**src/rtl/cdsk_pkg.sv**
```systemverilog
// Package for the clock output deskew controller (host side).
// Assumes a single 125 MHz clock domain and a synchronous active-low reset.
`default_nettype none
package cdsk_pkg;
  // ----------------------------------------------------------------
  // Interpolator control encoding
  // ----------------------------------------------------------------
  localparam logic [1:0] PHASE_CTRL_NONE    = 2'h0;
  localparam logic [1:0] PHASE_CTRL_DESKEW1 = 2'h1;
  localparam logic [1:0] PHASE_CTRL_FINE    = 2'h2;
  localparam logic [1:0] PHASE_CTRL_DESKEW2 = 2'h3;
  // ----------------------------------------------------------------
  // Sizes and timing
  // ----------------------------------------------------------------
  localparam int          NUM_OUTPUTS     = 7;
  localparam int          PHASE_COUNT     = 32;
  localparam int          PHASE_W         = 5;
  localparam int          TAP_W           = 6;
  localparam logic [5:0]  TAP_MAX         = 6'h3F;
  localparam int          TAP_STEP_PS     = 40;
  localparam int          CLK_PERIOD_PS   = 8000;
  localparam int          SETTLE_TIME_NS  = 100;
  localparam int          SETTLE_CYCLES   = (SETTLE_TIME_NS * 1000 + CLK_PERIOD_PS - 1)
                                            / CLK_PERIOD_PS;
  localparam logic [4:0]  SETTLE_CNT      = 5'(SETTLE_CYCLES);
  // ----------------------------------------------------------------
  // Types
  // ----------------------------------------------------------------
  typedef enum logic [1:0] {
    COMP_AUTO     = 2'h0,
    COMP_EXTERNAL = 2'h1,
    COMP_INTERNAL = 2'h2,
    COMP_BUF_IN   = 2'h3
  } cdsk_comp_type;

  typedef enum logic [1:0] {
    MGR_MIXED_MODE = 2'h0,
    MGR_DIGITAL    = 2'h1,
    MGR_HIGH_SPEED = 2'h2
  } cdsk_mgr_type;

  // One deskew circuit's delay setting as driven to the device.
  typedef struct packed {
    logic             enable;
    logic             on_reference;
    logic [TAP_W-1:0] taps;
  } cdsk_delay_type;

  // User order for one configuration.
  typedef struct packed {
    cdsk_mgr_type   manager;
    logic [2:0]     deskew_output;
    logic           use_circuit_two;
    logic           feedback_internal;
    logic           zero_delay_buffer;
    cdsk_delay_type delay;
  } cdsk_order_type;
endpackage : cdsk_pkg
`default_nettype wire

```
**src/rtl/cdsk_controller.sv**
```systemverilog
// Host-side controller that programs a clock manager's deskew settings.
// Assumes the clock manager takes its settings as static levels on pins and
// reports deskew lock as a level; all inputs are synchronous to clk_in.
`default_nettype none
module cdsk_controller #(
  parameter int NUM_OUT = cdsk_pkg::NUM_OUTPUTS
) (
  input  wire logic                    clk_in,
  input  wire logic                    reset_n_in,
  // User side
  input  wire logic                    start_in,
  input  wire cdsk_pkg::cdsk_order_type order_in,
  input  wire logic                    stop_in,
  output logic                         busy_out,
  output logic                         active_out,
  output logic                         error_out,
  // Device side
  output logic [2*NUM_OUT-1:0]         phase_ctrl_select_out,
  output cdsk_pkg::cdsk_delay_type     deskew_one_delay_out,
  output cdsk_pkg::cdsk_delay_type     deskew_two_delay_out,
  output cdsk_pkg::cdsk_comp_type      compensation_out,
  output logic                         feedback_counter_route_out,
  output logic                         zero_hold_setting_out,
  output logic                         deskew_reference_from_main_out,
  output logic                         manager_reset_out,
  input  wire logic                    deskew_locked_in
);
  import cdsk_pkg::*;

  // ----------------------------------------------------------------
  // Sequencer
  // ----------------------------------------------------------------
  typedef enum logic [2:0] {
    ST_IDLE   = 3'h0,
    ST_CHECK  = 3'h1,
    ST_LOAD   = 3'h2,
    ST_SETTLE = 3'h3,
    ST_RUN    = 3'h4
  } cdsk_state_type;

  cdsk_state_type state_q, state_d;
  cdsk_order_type order_q, order_d;
  logic [4:0]     settle_q, settle_d;
  logic           error_q, error_d;
  logic           load_sel;
  logic           order_ok;
  logic [1:0]     chosen_sel;

  // The fed-back output must be placed under a deskew circuit.
  assign chosen_sel = order_q.use_circuit_two ? PHASE_CTRL_DESKEW2
                                              : PHASE_CTRL_DESKEW1;

  // Illegal orders are refused before anything reaches the device, since a
  // half-programmed manager could lose lock with no clean recovery.
  always_comb begin
    order_ok = 1'b1;
    if (32'(order_q.deskew_output) >= NUM_OUT) begin
      order_ok = 1'b0;
    end
    if (order_q.manager == MGR_MIXED_MODE && !order_q.feedback_internal) begin
      order_ok = 1'b0;
    end
    if (order_q.manager != MGR_MIXED_MODE && order_q.manager != MGR_DIGITAL &&
        order_q.manager != MGR_HIGH_SPEED) begin
      order_ok = 1'b0;
    end
    if (order_q.zero_delay_buffer && order_q.feedback_internal) begin
      order_ok = 1'b0;
    end
    if (order_q.delay.taps > TAP_MAX) begin
      order_ok = 1'b0;
    end
  end

  always_comb begin
    state_d  = state_q;
    order_d  = order_q;
    settle_d = settle_q;
    error_d  = error_q;
    load_sel = 1'b0;
    unique case (state_q)
      ST_IDLE: begin
        if (start_in) begin
          order_d = order_in;
          error_d = 1'b0;
          state_d = ST_CHECK;
        end
      end
      ST_CHECK: begin
        if (order_ok) begin
          state_d = ST_LOAD;
        end else begin
          error_d = 1'b1;
          state_d = ST_IDLE;
        end
      end
      ST_LOAD: begin
        load_sel = 1'b1;
        settle_d = SETTLE_CNT;
        state_d  = ST_SETTLE;
      end
      ST_SETTLE: begin
        if (settle_q == 5'h00) begin
          state_d = ST_RUN;
        end else begin
          settle_d = settle_q - 5'h01;
        end
      end
      ST_RUN: begin
        // The device keeps stepping on its own; the host only holds settings.
        if (stop_in) begin
          state_d = ST_IDLE;
        end
      end
      default: begin
        state_d = ST_IDLE;
      end
    endcase
  end

  always_ff @(posedge clk_in) begin
    if (!reset_n_in) begin
      state_q  <= ST_IDLE;
      order_q  <= '0;
      settle_q <= 5'h00;
      error_q  <= 1'b0;
    end else begin
      state_q  <= state_d;
      order_q  <= order_d;
      settle_q <= settle_d;
      error_q  <= error_d;
    end
  end

  // ----------------------------------------------------------------
  // Per-output interpolator selects
  // ----------------------------------------------------------------
  for (genvar i = 0; i < NUM_OUT; i++) begin : g_slot
    logic [1:0] sel_i;
    always_comb begin
      sel_i = (32'(order_q.deskew_output) == i) ? chosen_sel : PHASE_CTRL_NONE;
    end
    cdsk_phase_ctrl_slot u_slot (
      .clk_in     (clk_in),
      .reset_n_in (reset_n_in),
      .load_in    (load_sel),
      .sel_in     (sel_i),
      .sel_out    (phase_ctrl_select_out[2*i +: 2])
    );
  end

  // ----------------------------------------------------------------
  // Device settings, registered
  // ----------------------------------------------------------------
  cdsk_delay_type d1_q, d1_d, d2_q, d2_d;
  cdsk_comp_type  comp_q, comp_d;
  logic           fb_route_q, fb_route_d;
  logic           zero_hold_setting_q, zero_hold_setting_d;
  logic           ref_main_q, ref_main_d;
  logic           mrst_q, mrst_d;

  always_comb begin
    d1_d       = d1_q;
    d2_d       = d2_q;
    comp_d     = comp_q;
    fb_route_d = fb_route_q;
    zero_hold_setting_d    = zero_hold_setting_q;
    ref_main_d = ref_main_q;
    mrst_d     = (state_d == ST_LOAD) || (state_q == ST_LOAD);
    if (load_sel) begin
      d1_d = order_q.use_circuit_two ? '0 : order_q.delay;
      d2_d = order_q.use_circuit_two ? order_q.delay : '0;
      // Internal feedback never carries the multiply counter off chip.
      comp_d = order_q.feedback_internal ? COMP_INTERNAL : COMP_EXTERNAL;
      // Normal feedback is always kept connected alongside deskew.
      fb_route_d = (comp_d != COMP_AUTO);
      zero_hold_setting_d    = (order_q.manager == MGR_DIGITAL) && order_q.zero_delay_buffer;
      // Every manager type, digital or not, takes the main clock as reference.
      ref_main_d = 1'b1;
    end
  end

  always_ff @(posedge clk_in) begin
    if (!reset_n_in) begin
      d1_q       <= '0;
      d2_q       <= '0;
      comp_q     <= COMP_AUTO;
      fb_route_q <= 1'b0;
      zero_hold_setting_q    <= 1'b0;
      ref_main_q <= 1'b0;
      mrst_q     <= 1'b1;
    end else begin
      d1_q       <= d1_d;
      d2_q       <= d2_d;
      comp_q     <= comp_d;
      fb_route_q <= fb_route_d;
      zero_hold_setting_q    <= zero_hold_setting_d;
      ref_main_q <= ref_main_d;
      mrst_q     <= mrst_d;
    end
  end

  assign deskew_one_delay_out           = d1_q;
  assign deskew_two_delay_out           = d2_q;
  assign compensation_out               = comp_q;
  assign feedback_counter_route_out     = fb_route_q;
  assign zero_hold_setting_out          = zero_hold_setting_q;
  assign deskew_reference_from_main_out = ref_main_q;
  assign manager_reset_out              = mrst_q;
  assign busy_out   = (state_q != ST_IDLE) && (state_q != ST_RUN);
  assign active_out = (state_q == ST_RUN) && deskew_locked_in;
  assign error_out  = error_q;
endmodule : cdsk_controller
`default_nettype wire

```
**src/rtl/cdsk_phase_ctrl_slot.sv**
```systemverilog
// One output's interpolator control select, held until a new configuration.
// Assumes loads come from the controller's configuration sequence only.
`default_nettype none
module cdsk_phase_ctrl_slot (
  input  wire logic       clk_in,
  input  wire logic       reset_n_in,
  input  wire logic       load_in,
  input  wire logic [1:0] sel_in,
  output logic      [1:0] sel_out
);
  import cdsk_pkg::*;
  logic [1:0] sel_q;
  logic [1:0] sel_d;

  always_comb begin
    sel_d = load_in ? sel_in : sel_q;
  end

  always_ff @(posedge clk_in) begin
    if (!reset_n_in) begin
      sel_q <= PHASE_CTRL_NONE;
    end else begin
      sel_q <= sel_d;
    end
  end

  assign sel_out = sel_q;
endmodule : cdsk_phase_ctrl_slot
`default_nettype wire

```
**config.mk**
```make
export PLATFORM = sky130hd
export DESIGN_NAME = cdsk_controller
export DESIGN_NICKNAME = d
export VERILOG_FILES = /design/src/rtl/cdsk_pkg.sv /design/src/rtl/cdsk_controller.sv /design/src/rtl/cdsk_phase_ctrl_slot.sv
export SDC_FILE = /design/constraint.sdc
export NUM_CORES = 1
export LEC_CHECK = 0
export ABC_AREA = 1
export ABC_CLOCK_PERIOD_IN_PS = 1600
export BUFFER_PORTS_ARGS = -buffer_cell sky130_fd_sc_hd__buf_2
export CAP_MARGIN = 0
export CORE_MARGIN = 1.5
export CORE_UTILIZATION = 54
export CTS_BUF_LIST = sky130_fd_sc_hd__clkbuf_8
export CTS_CLUSTER_DIAMETER = 30
export DETAILED_ROUTE_END_ITERATION = 8
export HOLD_SLACK_MARGIN = 0.03
export PLACE_DENSITY = 0.81
export SLEW_MARGIN = 5
export SYNTH_ARGS = -nofsm -noshare
export SYNTH_HDL_FRONTEND = slang
export SYNTH_SLANG_ARGS = --single-unit
```
**constraint.sdc**
```tcl
create_clock -name clk_in -period 1.6 [get_ports clk_in]
set_clock_uncertainty 0.2 [all_clocks]
set_input_delay 0.16 -clock clk_in [delete_from_list [all_inputs] [get_ports clk_in]]
set_output_delay 0.16 -clock clk_in [all_outputs]
set_load 0.05 [all_outputs]
```
==> impl_metrics.toml <==
[status]
status = "complete, no violations"

[critical_path]
slowest_delay_ps = 370
slowest_stage = "dfxtp_2"
cp_data_arrival_time_ps = 1190
critPathKind = "reg2out"
startpoint_type = "register"
path_buf_inv = 2
end_kind = "output pin"
crit_chain = "inv_4 > nand2_2 > nor2_4 > buf_4"
crit_family = "flip-flops"
critPathRequiredTime_ps = 1240
critical_path_peak_fanout = 4

[synth]
syn_inst = 285
ys.flop_type = "dfxtp_1"
ys_warn_count = 0
synth_area_um2 = 2370
synth_edf_count = 0
synth-seq-area-share_pct = 50.7
synth-seq-cells = 60
syn_nets = 308
synthArstFlopShare_pct = 0
synth.distinct_cells = 29
syn_area_per_cell_um2 = 8.31

[power_and_ir_drop]
power_density_nw_per_um2 = 1090
pwr-share-clk_pct = 35.2
pwr-share-comb_pct = 16.0
switching_share_pct = 28.7
internal-power_mw = 2.37
power_frac_seq_pct = 48.9
peakVddDrop_v = 0.000669
leakage_nw = 1.41
power.switching_mw = 0.954

[place]
post-dp-hpwl_mm = 3.51
routabilityCongestion = 0.886
port_buffers = 59

[die]
io_pins = 60
fp-row-count = 23
initial_core_util_pct = 57.5
core-area_um2 = 4120
die_h_um = 69.2
die-area_um2 = 4790
die_w_um = 69.2

[timing]
relSlewSlack_pct = 77.5
fin_setup_tns_ps = 0
rsz0062_at_grt = "no"
setup_viol_count_final = 0
fmax_mhz = 646
period_needed_ps = 1550
drv_slew = 0
period_share_pct = 96.8
worst_slew_pin_slew_ps = 337
hold_viol_final = 0

[clock_tree]
cts.clk_slew.worst_paths_ps = 60
htreeDepth = 3
cts_num_sinks = 60
cts_setup_buffers = 0
cts_made_buffers = 9
cts_root_buffer = "clkbuf_8"
max-clock-path-buffers = 2
insertion_delay_ps = 330
cts_tree = "yes"

[cells_and_area]
drive_above_1_share_pct = 29.4
antenna_cells = 0
area_growth_pct = 29.2
fillers = 323
finalCoreUtilization_pct = 74.3
nets = 390

[route]
drtIter0Drc = 129
drc_errors = 0
drt_pass1_iterations = 4
wl_met2_mm = 2.52
routed_wl_mm = 5.22
met3_length_um = 225
postRouteAntennaNets = 0
avgViaCountPerCell = 4.94
vias = 2079
top_layer = "met4"
wl_per_cell_um = 12.4
wl_met1_mm = 2.34

[global_routing]
antenna_found_initial = 0
grt_util_all_layers_pct = 23.2
grt_max_degree = 34
grt_overflow = 0
grt_pass1_wl_mm = 8.80
grt_pass1_vias = 1976

[worst_hold_path]
min_path_type = "reg2reg"

[flow_run]
max_cap_viol_count = 0
-- flip-flops by register name (all words and copies together), names as in the netlist --
register / cells
order_q: 16
deskew_one_delay_out: 8
error_out: 1
manager_reset_out: 1
deskew_two_delay_out: 8
feedback_counter_route_out: 1
g_slot.u_slot.sel_out: 14
zero_hold_setting_out: 1
settle_q: 5
compensation_out: 2
state_q: 3
-- worst reg2reg max path: stages (launching register included) --
cell     delay (ps)
dfxtp_1         360
inv_2            80
nand2_4         110
nor2_8           60
inv_6            90
nand2_2          80
inv_6           200
nand2_1         100
o31ai_1          80
-- cell usage after synthesis, types with 3 or more instances --
master | count | area, um2
a21oi_1 | 21 | 105
a21oi_2 | 3 | 26.3
buf_4 | 3 | 22.5
buf_6 | 5 | 56.3
dfxtp_1 | 60 | 1200
inv_1 | 25 | 93.8
inv_2 | 4 | 15.0
nand2_1 | 73 | 274
nand2_4 | 3 | 33.8
nand3_1 | 9 | 45.0
nor2_1 | 14 | 52.6
o21ai_0 | 9 | 45.0
o21ai_1 | 28 | 140
o21ai_2 | 8 | 70.1
-- placed cells by master (no fill, tap or decap), drive strengths merged --
| cell type | synthesis | routed |
|---|---|---|
| nand2 | 78 | 78 |
| inv | 31 | 33 |
| dfxtp | 60 | 60 |
| buf | 11 | 63 |
| clkbuf | 0 | 11 |
| o31ai | 1 | 1 |
| nor3 | 3 | 3 |
| a21oi | 24 | 24 |
| ha | 2 | 2 |
| nand3 | 9 | 9 |
| clkinv | 0 | 2 |
| nand4 | 2 | 2 |
| dlygate4sd3 | 0 | 19 |
| xnor2 | 1 | 1 |
| o21ai | 45 | 45 |
| nor2 | 18 | 18 |
-- layer usage --
layer / global-route usage, % / vias up
met5: 0 / -
li1: - / 1080
met3: 5.38 / 13
met2: 36.6 / 58
met1: 28.9 / 928
met4: 13.7 / 0
-- kinds of logic (layout without fill, tap and decap cells) --
logic type,Yosys count,in the layout,synth area share [%]
XOR/XNOR,1,1,0.370
buffers and inverters,42,128,9.09
adder cells (fa/ha/maj),2,2,1.06
flip-flops,60,60,50.7
AND/OR/NAND/NOR,110,110,22.1
AO/OA/AOI/OAI,70,70,16.6
-- power groups by stage --
stage	logic, mW	clock network (mW)	registers [mW]
floorplan	0.323	0	1.71
global placement	0.474	0	1.65
detailed placement	0.485	0	1.65
CTS	0.527	1.19	1.62
global route	0.584	1.26	1.63
finish	0.532	1.17	1.62
-- final timing paths --
path | startpoint | end | slack, ps | depth (start not counted)
setup / recovery | state_q[0]$_SDFF_PN0_ | active_out | 50 | 4
setup reg to reg | state_q[2]$_SDFF_PN0_ | compensation_out[0]$_SDFFE_PN0P_ | 130 | 8
hold reg to reg | g_slot[6].u_slot.sel_out[0]$_SDFFE_PN0P_ | g_slot[6].u_slot.sel_out[0]$_SDFFE_PN0P_ | 250 | 2
hold / removal | g_slot[6].u_slot.sel_out[0]$_SDFFE_PN0P_ | g_slot[6].u_slot.sel_out[0]$_SDFFE_PN0P_ | 250 | 2
-- metrics by stage --
step / setup slack, ps / hold WS, ps / cells / total power [mW] / instance area (um2)
floorplan: 169 / 133 / 285 / 2.04 / 2380
global placement: 167 / 221 / 387 / 2.12 / 2690
detailed placement: 119 / 232 / 387 / 2.14 / 2690
CTS: 3.19 / 257 / 421 / 3.34 / 3050
global route: 9.54 / 269 / 421 / 3.48 / 3060
finish: 51.0 / 253 / 421 / 3.32 / 3060
-- final cells by class --
| cell class | instances | area, um2 | share of cell area, % |
|---|---|---|---|
| Clock buffer | 11 | 151 | 4.95 |
| Inverter | 31 | 129 | 4.21 |
| Sequential cell | 60 | 1200 | 39.3 |
| Multi-Input combinational cell | 183 | 963 | 31.5 |
| Clock inverter | 4 | 17.5 | 0.573 |
| Timing Repair Buffer | 82 | 533 | 17.4 |
| Tap cell | 50 | 62.6 | 2.04 |
-- what timing repair did --
item,CTS,global route
setup endpoints to repair,2,6
pin swaps,0,0
hold endpoints to repair,20,0
resized for setup,3,4
hold buffers,19,0
No activity file was read; power rests on OpenSTA's default activity.
